==> config.mk <==
export PLATFORM = sky130hd
export DESIGN_NAME = sync_serial_8bit_shifter
export DESIGN_NICKNAME = d
export VERILOG_FILES = /design/src/design/sio_pkg.sv /design/src/design/sclk_divider.sv /design/src/design/edge_detect_sync.sv /design/src/design/sync_serial_8bit_shifter.sv
export SDC_FILE = /design/constraint.sdc
export NUM_CORES = 1
export LEC_CHECK = 0
export ABC_CLOCK_PERIOD_IN_PS = 5680
export BUFFER_PORTS_ARGS = -buffer_cell sky130_fd_sc_hd__buf_2
export CAP_MARGIN = 20
export CORE_MARGIN = 2
export CORE_UTILIZATION = 45
export CTS_CLUSTER_DIAMETER = 30
export DETAILED_ROUTE_END_ITERATION = 6
export PLACE_DENSITY = 0.67
export SYNTH_ARGS = -nofsm -noshare
export SYNTH_HDL_FRONTEND = slang
export SYNTH_SLANG_ARGS = --single-unit
==> constraint.sdc <==
create_clock -name clock -period 5.68 [get_ports clock]
set_input_delay 0 -clock clock [delete_from_list [all_inputs] [get_ports clock]]
set_output_delay 0 -clock clock [all_outputs]
set_load 0.01 [all_outputs]
==> src/design/sio_pkg.sv <==
// Shared constants and types of the synchronous serial shifter.
package sio_pkg;

  localparam int ADDR_W = 12;
  localparam int DATA_W = 4;
  localparam int BYTE_W = 8;

  // Register addresses as seen on the plain register port.
  localparam logic [11:0] ADDR_TRIGGER = 12'h2e7;
  localparam logic [11:0] ADDR_PORT_R = 12'h2ec;
  localparam logic [11:0] ADDR_DATA_LO = 12'h2f0;
  localparam logic [11:0] ADDR_DATA_HI = 12'h2f1;
  localparam logic [11:0] ADDR_CTRL = 12'h2f2;
  localparam logic [11:0] ADDR_FLAG = 12'h2f3;

  // Field positions.
  localparam int TRIG_BIT = 3;
  localparam int GP_BIT = 1;
  localparam int FLAG_BIT = 0;

  // Clock mode encodings.
  localparam logic [1:0] MODE_CLK = 2'h0;
  localparam logic [1:0] MODE_CLK2 = 2'h1;
  localparam logic [1:0] MODE_CLK4 = 2'h2;
  localparam logic [1:0] MODE_SLAVE = 2'h3;

  // Half periods of the generated serial clock, in system clock cycles.
  localparam int DIV_W = 3;
  localparam logic [2:0] HALF_CLK = 3'h1;
  localparam logic [2:0] HALF_CLK2 = 3'h2;
  localparam logic [2:0] HALF_CLK4 = 3'h4;

  // Serial clock cycles per transfer.
  localparam logic [3:0] XFER_CYCLES = 4'h8;

  // Reset values.
  localparam logic [7:0] RST_SHIFT = 8'h00;
  localparam logic RST_GP = 1'b0;

  typedef struct packed {
    logic clk_mode_sel_hi;
    logic clk_mode_sel_lo;
    logic sample_edge_sel;
    logic xfer_irq_enable;
  } serial_control_type;

  localparam serial_control_type RST_CTRL = 4'hc;

  typedef struct packed {
    logic level;
    logic rise;
    logic fall;
  } edge_type;

  typedef enum logic {
    ST_IDLE = 1'b0,
    ST_RUN = 1'b1
  } xfer_state_type;

  function automatic logic [2:0] half_cycles(input logic [1:0] mode);
    case (mode)
      MODE_CLK: half_cycles = HALF_CLK;
      MODE_CLK2: half_cycles = HALF_CLK2;
      default: half_cycles = HALF_CLK4;
    endcase
  endfunction

endpackage

==> src/design/sclk_divider.sv <==
// Tick generator that paces the master-mode serial clock edges.
`timescale 1ns/1ps
module sclk_divider
  import sio_pkg::*;
#(
  parameter int CNT_W = DIV_W
) (
  // System side
  input wire logic clock,
  input wire logic rst_n,
  // Control
  input wire logic run,
  input wire logic [CNT_W-1:0] half,
  // Pace
  output logic tick
);

  generate
    if (CNT_W < 3) begin : g_chk
      $error("sclk_divider needs at least 3 counter bits");
    end
  endgenerate

  logic [CNT_W-1:0] cnt_r;
  logic [CNT_W-1:0] cnt_nxt;
  logic hit;

  assign hit = run && (cnt_r == half - {{(CNT_W-1){1'b0}}, 1'b1});
  assign tick = hit;

  // The counter is held at zero while stopped so each transfer starts with a full half period.
  always_comb begin
    cnt_nxt = cnt_r;
    if (!run || hit) begin
      cnt_nxt = '0;
    end else begin
      cnt_nxt = cnt_r + {{(CNT_W-1){1'b0}}, 1'b1};
    end
  end

  always_ff @(posedge clock or negedge rst_n) begin
    if (!rst_n) begin
      cnt_r <= '0;
    end else begin
      cnt_r <= cnt_nxt;
    end
  end

endmodule

==> src/design/edge_detect_sync.sv <==
// Two-stage synchroniser with edge detection for a pin from outside the clock domain.
`timescale 1ns/1ps
module edge_detect_sync
  import sio_pkg::*;
#(
  parameter bit INVERT = 1'b0
) (
  // System side
  input wire logic clock,
  input wire logic rst_n,
  // Pin
  input wire logic pin,
  // Synchronised level and its edges
  output edge_type edges
);

  logic meta_r;
  logic sync_r;
  logic prev_r;
  logic meta_nxt;
  logic sync_nxt;
  logic prev_nxt;
  logic lvl;
  logic lvl_prev;

  // Only the second stage and its delayed copy feed the edge logic.
  assign lvl = sync_r ^ INVERT;
  assign lvl_prev = prev_r ^ INVERT;
  assign edges = {lvl, lvl && !lvl_prev, !lvl && lvl_prev};

  always_comb begin
    meta_nxt = pin;
    sync_nxt = meta_r;
    prev_nxt = sync_r;
  end

  // The stages reset to the pin's idle level, so no false edge follows reset.
  always_ff @(posedge clock or negedge rst_n) begin
    if (!rst_n) begin
      meta_r <= INVERT;
      sync_r <= INVERT;
      prev_r <= INVERT;
    end else begin
      meta_r <= meta_nxt;
      sync_r <= sync_nxt;
      prev_r <= prev_nxt;
    end
  end

endmodule

==> src/design/sync_serial_8bit_shifter.sv <==
// Clocked 8-bit synchronous serial interface with master and slave clocking.
//
// Behaviour
// - Two-bit clock mode: system clock, half, quarter as master; 11 means slave.
// - Reset selects slave mode with the external clock.
// - Master drives the serial clock pin; slave shifts on the external clock.
// - Master stops after eight pulses and holds the clock low.
// - Slave ignores further clock pulses after eight until the next trigger.
// - Writing 1 to the trigger bit starts shifting out the loaded byte.
// - Serial output changes on the rising serial clock edge.
// - Edge select: 1 samples input on rising edge, 0 on falling edge.
// - Eight counted serial clock cycles complete the transfer and set the flag.
// - Flag sets regardless of mask; request forwarded only when enabled.
// - Sampled bits shift in and are readable through the two data halves.
// - One shared 8-bit register transmits and receives in the same cycles.
// - Bit order for both directions is a build-time parameter.
// - Availability rises at the trigger write and falls after eight cycles.
// - A general output bit may be replaced by the availability output.
// - Serial clock pin polarity is a build-time option.
// - Do not switch the system clock source while a transfer runs.
// - Read received data only while the interface is halted.
// - Reading the done flag returns it and clears it at once.
`timescale 1ns/1ps
module sync_serial_8bit_shifter
  import sio_pkg::*;
#(
  parameter bit LSB_FIRST = 1'b1,
  parameter bit INVERT_SCLK = 1'b0,
  parameter bit AVAIL_ON_GP = 1'b1
) (
  // System
  input wire logic clock,
  input wire logic rst_n,
  // Register port
  input wire logic [ADDR_W-1:0] reg_addr,
  input wire logic [DATA_W-1:0] reg_wdata,
  input wire logic reg_wr,
  input wire logic reg_rd,
  output logic [DATA_W-1:0] reg_rdata,
  // Serial data pins
  input wire logic serial_in_pin,
  output logic serial_out_pin,
  // Serial clock pin, two-way
  input wire logic sclk_pin_in,
  output logic sclk_pin_out,
  output logic sclk_pin_oe,
  // Status and request
  output logic xfer_available_out,
  output logic gp_out_bit_one,
  output logic xfer_irq
);

  generate
    if (BYTE_W != 8 || DATA_W != 4) begin : g_chk
      $error("sync_serial_8bit_shifter supports only an 8-bit byte in two 4-bit halves");
    end
  endgenerate

  xfer_state_type state_r;
  xfer_state_type state_nxt;
  serial_control_type ctrl_r;
  serial_control_type ctrl_nxt;
  logic [BYTE_W-1:0] shift_r;
  logic [BYTE_W-1:0] shift_nxt;
  logic [3:0] cnt_r;
  logic [3:0] cnt_nxt;
  logic sclk_gen_r;
  logic sclk_gen_nxt;
  logic serial_out_pin_r;
  logic serial_out_pin_nxt;
  logic busy_r;
  logic busy_nxt;
  logic flag_r;
  logic flag_nxt;
  logic gp_r;
  logic gp_nxt;
  logic [DATA_W-1:0] rdata_r;
  logic [DATA_W-1:0] rdata_nxt;

  logic [1:0] mode;
  logic master;
  logic running;
  logic tick;
  logic rise;
  logic fall;
  logic sample_rise;
  logic sin_lvl;
  edge_type sclk_edges;
  edge_type sin_edges;

  function automatic logic [BYTE_W-1:0] shift_in(input logic [BYTE_W-1:0] cur,
                                                 input logic bit_in);
    if (LSB_FIRST) begin
      shift_in = {bit_in, cur[BYTE_W-1:1]};
    end else begin
      shift_in = {cur[BYTE_W-2:0], bit_in};
    end
  endfunction

  function automatic logic out_bit(input logic [BYTE_W-1:0] cur);
    out_bit = LSB_FIRST ? cur[0] : cur[BYTE_W-1];
  endfunction

  assign mode = {ctrl_r.clk_mode_sel_hi, ctrl_r.clk_mode_sel_lo};
  assign master = (mode != MODE_SLAVE);
  assign running = (state_r == ST_RUN);
  assign sample_rise = ctrl_r.sample_edge_sel;

  // The divider runs only during a master transfer, so the pin cannot toggle while idle.
  sclk_divider #(
    .CNT_W(DIV_W)
  ) u_div (
    .clock(clock),
    .rst_n(rst_n),
    .run(running && master),
    .half(half_cycles(mode)),
    .tick(tick)
  );

  // The external clock pin is sampled like any pin; inversion undoes the pin polarity option.
  edge_detect_sync #(
    .INVERT(INVERT_SCLK)
  ) u_sclk_sync (
    .clock(clock),
    .rst_n(rst_n),
    .pin(sclk_pin_in),
    .edges(sclk_edges)
  );

  // Data input passes the same two stages so it stays aligned with the clock edges.
  edge_detect_sync #(
    .INVERT(1'b0)
  ) u_sin_sync (
    .clock(clock),
    .rst_n(rst_n),
    .pin(serial_in_pin),
    .edges(sin_edges)
  );

  assign sin_lvl = sin_edges.level;

  // Edges are only acted on during a transfer; once eight are counted the slave clock is masked.
  always_comb begin
    rise = 1'b0;
    fall = 1'b0;
    if (running) begin
      if (master) begin
        rise = tick && !sclk_gen_r;
        fall = tick && sclk_gen_r;
      end else begin
        rise = sclk_edges.rise;
        fall = sclk_edges.fall;
      end
    end
  end

  always_comb begin
    state_nxt = state_r;
    ctrl_nxt = ctrl_r;
    shift_nxt = shift_r;
    cnt_nxt = cnt_r;
    sclk_gen_nxt = sclk_gen_r;
    serial_out_pin_nxt = serial_out_pin_r;
    busy_nxt = busy_r;
    flag_nxt = flag_r;
    gp_nxt = gp_r;
    rdata_nxt = '0;

    if (reg_rd) begin
      case (reg_addr)
        ADDR_DATA_LO: rdata_nxt = shift_r[3:0];
        ADDR_DATA_HI: rdata_nxt = shift_r[7:4];
        ADDR_CTRL: rdata_nxt = ctrl_r;
        ADDR_FLAG: begin
          rdata_nxt[FLAG_BIT] = flag_r;
          flag_nxt = 1'b0;
        end
        ADDR_PORT_R: rdata_nxt[GP_BIT] = AVAIL_ON_GP ? busy_r : gp_r;
        default: rdata_nxt = '0;
      endcase
    end

    if (reg_wr) begin
      case (reg_addr)
        ADDR_DATA_LO: shift_nxt[3:0] = reg_wdata;
        ADDR_DATA_HI: shift_nxt[7:4] = reg_wdata;
        ADDR_CTRL: ctrl_nxt = reg_wdata;
        ADDR_PORT_R: gp_nxt = reg_wdata[GP_BIT];
        ADDR_TRIGGER: begin
          if (reg_wdata[TRIG_BIT] && !running) begin
            state_nxt = ST_RUN;
            cnt_nxt = '0;
            busy_nxt = 1'b1;
            sclk_gen_nxt = 1'b0;
          end
        end
        default: begin
        end
      endcase
    end

    if (running) begin
      if (master && tick) begin
        sclk_gen_nxt = !sclk_gen_r;
      end
      // The sampling serial edge outranks a software write to the data halves in the same cycle.
      if (rise) begin
        serial_out_pin_nxt = out_bit(shift_r);
        if (sample_rise) begin
          shift_nxt = shift_in(shift_r, sin_lvl);
        end
      end
      if (fall) begin
        if (!sample_rise) begin
          shift_nxt = shift_in(shift_r, sin_lvl);
        end
        cnt_nxt = cnt_r + 4'h1;
        if (cnt_r == XFER_CYCLES - 4'h1) begin
          state_nxt = ST_IDLE;
          sclk_gen_nxt = 1'b0;
          busy_nxt = 1'b0;
          flag_nxt = 1'b1;
        end
      end
    end
  end

  always_ff @(posedge clock or negedge rst_n) begin
    if (!rst_n) begin
      state_r <= ST_IDLE;
      ctrl_r <= RST_CTRL;
      shift_r <= RST_SHIFT;
      cnt_r <= '0;
      sclk_gen_r <= 1'b0;
      serial_out_pin_r <= 1'b0;
      busy_r <= 1'b0;
      flag_r <= 1'b0;
      gp_r <= RST_GP;
      rdata_r <= '0;
    end else begin
      state_r <= state_nxt;
      ctrl_r <= ctrl_nxt;
      shift_r <= shift_nxt;
      cnt_r <= cnt_nxt;
      sclk_gen_r <= sclk_gen_nxt;
      serial_out_pin_r <= serial_out_pin_nxt;
      busy_r <= busy_nxt;
      flag_r <= flag_nxt;
      gp_r <= gp_nxt;
      rdata_r <= rdata_nxt;
    end
  end

  // Switching the system clock source mid-transfer would stretch the generated clock.
  assign sclk_pin_oe = master;
  assign sclk_pin_out = master ? (sclk_gen_r ^ INVERT_SCLK) : 1'b0;
  assign serial_out_pin = serial_out_pin_r;
  assign reg_rdata = rdata_r;
  assign xfer_available_out = busy_r;
  assign gp_out_bit_one = AVAIL_ON_GP ? busy_r : gp_r;
  assign xfer_irq = flag_r && ctrl_r.xfer_irq_enable;

endmodule

==> out/summary.json, run 1 <==
{
  "worst-slew-pin-transition_ns": 0.743,
  "netlist_area_um2": 1660,
  "placement_rows": 22,
  "seq_area_frac_synth_pct": 49.8,
  "max-cap-violations": 0,
  "critPathMaxFanout": 8,
  "yosys-top-cells-area": "sky130_fd_sc_hd__dfrtp_1, sky130_fd_sc_hd__mux2_2, sky130_fd_sc_hd__dfstp_2",
  "start_kind": "register",
  "critical_path.max_stage_delay_ns": 0.54,
  "clkSlewWorstSetupHoldPaths_ns": 0.07,
  "critPathArrivalTime_ns": 2.40,
  "routed_wirelength_mm": 3.30,
  "criticalPathCategory": "register to register",
  "synthCells": 144,
  "irDropWorstVdd_uv": 213,
  "finalSetupTns_ns": 0,
  "maximum_number_of_pins_on_one_net_before_global_route_repair": 34,
  "tritoncts": "built",
  "max_freq_mhz": 447,
  "pre_repair_dr_iteration_count": 4,
  "cell_chain_of_the_critical_path": "or4_4 -> a311oi_4 -> o21ai_2 -> o22ai_4 -> mux2_2",
  "synthDominantCellAreaShare_pct": 46.6,
  "antenna_found_initial": 0,
  "cts_max_path_buffers": 2,
  "grt_setup_unrepaired": "no",
  "finalWeightedCongestion": 0.778,
  "floorplan.die.height_um": 64.8,
  "cts_max_level": 2,
  "synth_top_area_cell": "sky130_fd_sc_hd__dfrtp_1",
  "die_width_um": 64.8,
  "run_status": "finished, final reports clean",
  "place.port_buffers": 31,
  "post-dp-hpwl_mm": 2.51,
  "detail_route.wl_per_cell_um": 14.1,
  "antenna_violating_nets_post_route": 0,
  "num-fill-cells": 304,
  "mostFrequentLayoutCells": "sky130_fd_sc_hd__dfrtp_1, sky130_fd_sc_hd__buf_2, sky130_fd_sc_hd__mux2_2, sky130_fd_sc_hd__nor2_1, sky130_fd_sc_hd__nand2_1",
  "antenna_cells_inserted": 0,
  "whs_path_depth": 3,
  "initial_utilization_pct": 46.1,
  "cts_sinks": 33,
  "total_power_mw": 0.806,
  "holdCritPathClass": "input pin to register",
  "fin_worst_skew_ns": 0.00954,
  "grt_first_pass_wirelength_mm": 5.56,
  "timing.final.crit_share_pct": 39.4,
  "io_pins": 32,
  "drt_first_iter_violations": 63,
  "post_route_cells_drive_above_1_share_pct": 36.6,
  "vias": 1248,
  "vias_in_the_first_global_route": 1236,
  "postLayoutCellArea_um2": 2050,
  "clock_latency_ns": 0.28,
  "area.growth.synth_to_final_pct": 22.9,
  "timing.final.hold_violations": 0,
  "setup_viol": 0,
  "p_leak_nw": 0.904,
  "power_density_nw_per_um2": 394,
  "vias_per_cell": 5.33,
  "finalCoreUtilization_pct": 56.7,
  "r2r.worst_path.cells": 5,
  "yosys.cell_types.count": 38,
  "yosysWarnings": 0,
  "postSynthRegisterBits": 33,
  "timing.critical_path.slowest_stage_cell": "sky130_fd_sc_hd__or4_4",
  "critical_path_required_ns": 5.84,
  "path_delay_family": "compound AO/OA/AOI/OAI gates",
  "crit_cells": 5,
  "worst_slew_slack_as_a_fraction_of_its_limit_pct": 50.4,
  "finalWorstPathRequiredPeriod_ns": 2.24,
  "route.detailed.drc": 0,
  "coreArea_um2": 3610,
  "die_area_um2": 4200,
  "synth_fp_nets": 168,
  "path_buf_inv": 0,
  "post_cts_buffers": 0,
  "clk_root_buffer_cell": "sky130_fd_sc_hd__clkbuf_8",
  "placedInstanceArea_um2": 1850,
  "grt_usage_pct": 17.6,
  "worstSetupEndpointType": "register",
  "syn-mean-instance-area_um2": 11.6,
  "final_net_count": 209,
  "drv_slew": 0,
  "cts_inserted_buffers": 5,
  "globalRoute.totalOverflow": 0
}
report_power, final:
group          switching, mW  total, mW  internal, mW  leakage [nW]
combinational          0.101      0.233         0.132         0.441
clock                 0.0816      0.225         0.143        0.0585
sequential            0.0540      0.349         0.295         0.405
total                  0.237      0.806         0.569         0.904
worst register-to-register path: cells and delay by family (launching register included):
kind / cells / cell delay (ns)
simple gates: 1 / 0.54
flops: 1 / 0.45
compound gates: 3 / 0.74
mux: 1 / 0.39
cells in the mapped netlist:
cell type	n
sky130_fd_sc_hd__nand4b_1	1
sky130_fd_sc_hd__buf_6	1
sky130_fd_sc_hd__a311oi_4	1
sky130_fd_sc_hd__dfstp_2	2
sky130_fd_sc_hd__nand3_1	4
sky130_fd_sc_hd__a21oi_1	7
sky130_fd_sc_hd__nand2b_1	1
sky130_fd_sc_hd__mux2i_1	3
sky130_fd_sc_hd__mux2_2	21
sky130_fd_sc_hd__xnor2_1	1
sky130_fd_sc_hd__nor2_1	12
sky130_fd_sc_hd__o21ai_2	1
sky130_fd_sc_hd__a21o_2	1
sky130_fd_sc_hd__and4_1	1
sky130_fd_sc_hd__and2_1	2
sky130_fd_sc_hd__inv_1	3
sky130_fd_sc_hd__and3_1	2
sky130_fd_sc_hd__and3b_1	1
sky130_fd_sc_hd__nor2b_1	2
sky130_fd_sc_hd__a31oi_1	1
sky130_fd_sc_hd__nor3b_1	5
sky130_fd_sc_hd__xor2_1	2
sky130_fd_sc_hd__nor3_1	1
sky130_fd_sc_hd__ha_1	2
sky130_fd_sc_hd__buf_4	1
sky130_fd_sc_hd__o211ai_1	3
sky130_fd_sc_hd__nor4b_2	1
sky130_fd_sc_hd__o22ai_4	1
sky130_fd_sc_hd__mux4_2	1
sky130_fd_sc_hd__nand4_1	4
sky130_fd_sc_hd__dfrtp_1	31
sky130_fd_sc_hd__nand4bb_1	1
sky130_fd_sc_hd__or4_4	1
sky130_fd_sc_hd__nand2_1	12
sky130_fd_sc_hd__o21a_1	1
sky130_fd_sc_hd__nor4b_1	1
sky130_fd_sc_hd__clkbuf_1	3
sky130_fd_sc_hd__o21ai_0	5
cells by family (layout without fill, tap and decap cells):
kind of cell / Yosys count / count (layout) / synth area share, %
fa+ha+maj: 2 / 2 / 1.50
xor+xnor: 3 / 3 / 1.58
compound gates: 21 / 21 / 9.62
mux: 25 / 25 / 17.4
buf+inv: 8 / 50 / 2.48
simple gates: 52 / 52 / 17.7
flops: 33 / 33 / 49.8
per-stage QoR:
stage	hold slack (ns)	cells	worst slack, ns
finish	0.0197	234	3.44
global placement	0.0918	218	3.51
detailed placement	0.0919	218	3.45
global route	0.0291	234	3.29
CTS	0.0165	234	3.44
floorplan	-0.296	144	3.54
timing repair:
item,4_1_cts,5_1_grt
resized for setup,0,0
hold buffers,8,0
endpoints found under the hold margin,37,0
layer usage:
metal  track usage [%]  share of wire [%]  vias to the layer above
li1                  -                  -                      608
met2              29.6                 49                       34
met3              5.56                4.7                        2
met1              21.2                 46                      604
met5                 0                  0                        -
met4              5.85               0.58                        0
final timing paths:
check	startpoint	endpoint	slack [ns]
worst max-delay path	u_div.cnt_r[0]	shift_r[1]	3.44
max in group asynchronous	rst_n	running	4.88
worst min register to register	u_sin_sync.meta_r	u_sin_sync.lvl	0.36
worst max register to register	u_div.cnt_r[0]	shift_r[1]	3.44
worst min-delay path	reg_addr[3]	reg_rdata[1]	0.02
min in group asynchronous	rst_n	reg_rdata[0]	0.32
state kept, by name, indices dropped and copies added (netlist names):
| register | cells |
|---|---|
| sclk_gen_r | 1 |
| ctrl_r | 3 |
| u_sclk_sync.lvl | 1 |
| gp_out_bit_one | 1 |
| cnt_r | 4 |
| u_sclk_sync.lvl_prev | 1 |
| flag_r | 1 |
| u_sclk_sync.meta_r | 1 |
| shift_r | 8 |
| u_sin_sync.meta_r | 1 |
| sample_rise | 1 |
| u_div.cnt_r | 3 |
| u_sin_sync.lvl | 1 |
| serial_out_pin | 1 |
| running | 1 |
| reg_rdata | 4 |
area by class of cell:
class	instances	area [µm²]	area share, %
tap	48	60.1	2.94
timing repair buffer	39	235	11.5
clock buffer	7	86.3	4.22
multi-input combinational	103	795	38.8
clock inverter	1	30.0	1.47
inverter	3	11.3	0.550
sequential	33	828	40.5
Note: power is estimated with default switching activity, not from simulation.
==> run 2: changes to the inputs <==
ABC_CLOCK_PERIOD_IN_PS = 2300   (was 5680)
clock period = 2.3 ns   (was 5.68 ns; I/O delays follow)
==> out/summary.json, run 2 (same netlist as run 1, synthesis figures left out) <==
{
  "run_status": "finished, final reports clean",
  "floorplan.die.height": {"value": 64.8, "unit": "µm", "change": "unchanged"},
  "vias_per_cell": {"value": 5.41, "change": "+1.5%"},
  "clock_latency": {"value": 0.29, "unit": "ns", "change": "about the same"},
  "cts_sinks": {"value": 33, "change": "unchanged"},
  "cell_chain_of_the_critical_path": "or4_4 -> a311oi_4 -> o21ai_2 -> o22ai_4 -> mux2_2",
  "worst-slew-pin-transition": {"value": 0.726, "unit": "ns", "change": "-0.0172 ns"},
  "io_pins": {"value": 32, "change": "unchanged"},
  "holdCritPathClass": "input pin to register",
  "placement_rows": {"value": 22, "change": "unchanged"},
  "power_density": {"value": 968, "unit": "nW/µm²", "change": "+150%"},
  "critPathArrivalTime": {"value": 2.35, "unit": "ns", "change": "-0.05 ns"},
  "max_freq": {"value": 461, "unit": "MHz", "change": "+3.0%"},
  "final_cell_count_no_fill": {"value": 238, "change": "+1.7%"},
  "drt_first_iter_violations": {"value": 35, "change": "-44%"},
  "path_delay_family": "compound AO/OA/AOI/OAI gates",
  "critical_path.max_stage_delay": {"value": 0.57, "unit": "ns", "change": "+0.03 ns"},
  "maximum_number_of_pins_on_one_net_before_global_route_repair": {"value": 34, "change": "unchanged"},
  "pre_repair_dr_iteration_count": {"value": 4, "change": "unchanged"},
  "place.port_buffers": {"value": 31, "change": "unchanged"},
  "timing.final.hold_violations": {"value": 0, "change": "unchanged"},
  "cts_max_path_buffers": {"value": 2, "change": "unchanged"},
  "vias": {"value": 1288, "change": "+3.2%"},
  "postLayoutCellArea": {"value": 2080, "unit": "µm²", "change": "+1.5%"},
  "max-cap-violations": {"value": 0, "change": "unchanged"},
  "initial_utilization": {"value": 46.1, "unit": "%", "change": "unchanged"},
  "mostFrequentLayoutCells": "sky130_fd_sc_hd__dfrtp_1, sky130_fd_sc_hd__buf_2, sky130_fd_sc_hd__mux2_2, sky130_fd_sc_hd__nor2_1, sky130_fd_sc_hd__nand2_1",
  "p_leak": {"value": 0.928, "unit": "nW", "change": "+2.7%"},
  "worst_slew_slack_as_a_fraction_of_its_limit": {"value": 51.6, "unit": "%", "change": "+1.1 points"},
  "finalSetupTns": {"value": 0, "unit": "ns", "change": "unchanged"},
  "finalWorstPathRequiredPeriod": {"value": 2.17, "unit": "ns", "change": "-0.0651 ns"},
  "area.growth.synth_to_final_pct": 24.8,
  "die_area": {"value": 4200, "unit": "µm²", "change": "unchanged"},
  "total_power": {"value": 2.01, "unit": "mW", "change": "+150%"},
  "die_width": {"value": 64.8, "unit": "µm", "change": "unchanged"},
  "timing.critical_path.slowest_stage_cell": "sky130_fd_sc_hd__or4_4",
  "coreArea": {"value": 3610, "unit": "µm²", "change": "unchanged"},
  "detail_route.wl_per_cell": {"value": 14.2, "unit": "µm", "change": "+0.94%"},
  "fin_worst_skew": {"value": 0.00885, "unit": "ns", "change": "-0.000682 ns"},
  "grt_setup_unrepaired": "no",
  "final_net_count": {"value": 213, "change": "+1.9%"},
  "globalRoute.totalOverflow": {"value": 0, "change": "unchanged"},
  "post-dp-hpwl": {"value": 2.57, "unit": "mm", "change": "+2.6%"},
  "cts_inserted_buffers": {"value": 5, "change": "unchanged"},
  "place_ws": {"value": 0.0629, "unit": "ns", "change": "-3.38 ns"},
  "grt_usage": {"value": 18.0, "unit": "%", "change": "+0.45 points"},
  "most_flop_heavy_register": "shift_r",
  "irDropWorstVdd": {"value": 518, "unit": "µV", "change": "+140%"},
  "critical_path_required": {"value": 2.48, "unit": "ns", "change": "-3.36 ns"},
  "path_buf_inv": {"value": 0, "change": "unchanged"},
  "setup_viol": {"value": 0, "change": "unchanged"},
  "largest_reg_flops": {"value": 8, "change": "unchanged"},
  "clk_root_buffer_cell": "sky130_fd_sc_hd__clkbuf_8",
  "post_route_cells_drive_above_1_share": {"value": 38.9, "unit": "%", "change": "+2.4 points"},
  "finalWeightedCongestion": {"value": 0.783, "change": "+0.73%"},
  "route.detailed.drc": {"value": 0, "change": "unchanged"},
  "tritoncts": "built",
  "vias_in_the_first_global_route": {"value": 1297, "change": "+4.9%"},
  "routed_wirelength": {"value": 3.39, "unit": "mm", "change": "+2.7%"},
  "clkSlewWorstSetupHoldPaths": {"value": 0.07, "unit": "ns", "change": "about the same"},
  "antenna_found_initial": {"value": 0, "change": "unchanged"},
  "placedInstanceArea": {"value": 1880, "unit": "µm²", "change": "+1.6%"},
  "drv_slew": {"value": 0, "change": "unchanged"},
  "criticalPathCategory": "register to register",
  "grt_first_pass_wirelength": {"value": 5.74, "unit": "mm", "change": "+3.2%"},
  "start_kind": "register",
  "antenna_violating_nets_post_route": {"value": 0, "change": "unchanged"},
  "antenna_cells_inserted": {"value": 0, "change": "unchanged"},
  "post_layout_worst_setup_margin": {"value": 0.129, "unit": "ns", "change": "-3.31 ns"},
  "timing.final.crit_share": {"value": 94.4, "unit": "%", "change": "+55 points"},
  "placedCellCount": {"value": 222, "change": "+1.8%"},
  "critPathMaxFanout": {"value": 8, "change": "unchanged"},
  "worstSetupEndpointType": "register",
  "cts_max_level": {"value": 2, "change": "unchanged"}
}
run 2: worst min-delay path, delay by kind of cell:
kind / cells / cell delay, ns
AND/OR/NAND/NOR: 1 / 0.08
AO/OA/AOI/OAI: 1 / 0.07
buffers and inverters: 1 / 0.12
run 2: layer usage:
metal | part of all wire (%) | GRT usage (%)
met3 | 5.3 | 4.51
met2 | 50 | 32.1
met1 | 43 | 20.5
met4 | 1.6 | 7.18
met5 | 0 | 0
run 2: timing repair:
item	CTS	global route
hold buffers	7	0
setup endpoints to repair	0	8
buffers inserted	0	1
hold endpoints to repair	37	0
resized for setup	0	0
run 2: power breakdown:
group          switching, mW  internal (mW)
Sequential             0.132          0.727
Combinational          0.251          0.333
Clock                  0.215          0.352
Total                  0.599           1.41
run 2: path summary, 6_finish.rpt:
| path | from | endpoint | slack, ns | cells past startpoint |
|---|---|---|---|---|
| worst max-delay path | ctrl_r[2] | shift_r[1] | 0.13 | 5 |
| worst min-delay path | reg_addr[3] | reg_rdata[1] | 0.01 | 3 |
| worst min register to register | u_sclk_sync.meta_r | u_sclk_sync.lvl | 0.36 | 0 |
| worst max register to register | ctrl_r[2] | shift_r[1] | 0.13 | 5 |
| min in group asynchronous | rst_n | reg_rdata[3] | 0.31 | 2 |
| max in group asynchronous | rst_n | running | 1.53 | 2 |
run 2: area by class of cell:
class / instances / area [µm²]
multi-input cells: 103 / 795
fillers: 309 / 1530
inverters: 3 / 11.3
repair buffers: 43 / 263
clock inverters: 2 / 37.5
flip-flops and latches: 33 / 828
well taps: 48 / 60.1
clock buffers: 6 / 82.6
run 2: stage by stage:
step           util (%)  hold WS [ns]
2_1_floorplan         -        -0.296
3_3_place_gp       52.1        0.0930
3_5_place_dp       52.1        0.0955
4_1_cts            57.4       0.00561
5_1_grt            57.6        0.0116
6_report           57.6        0.0127
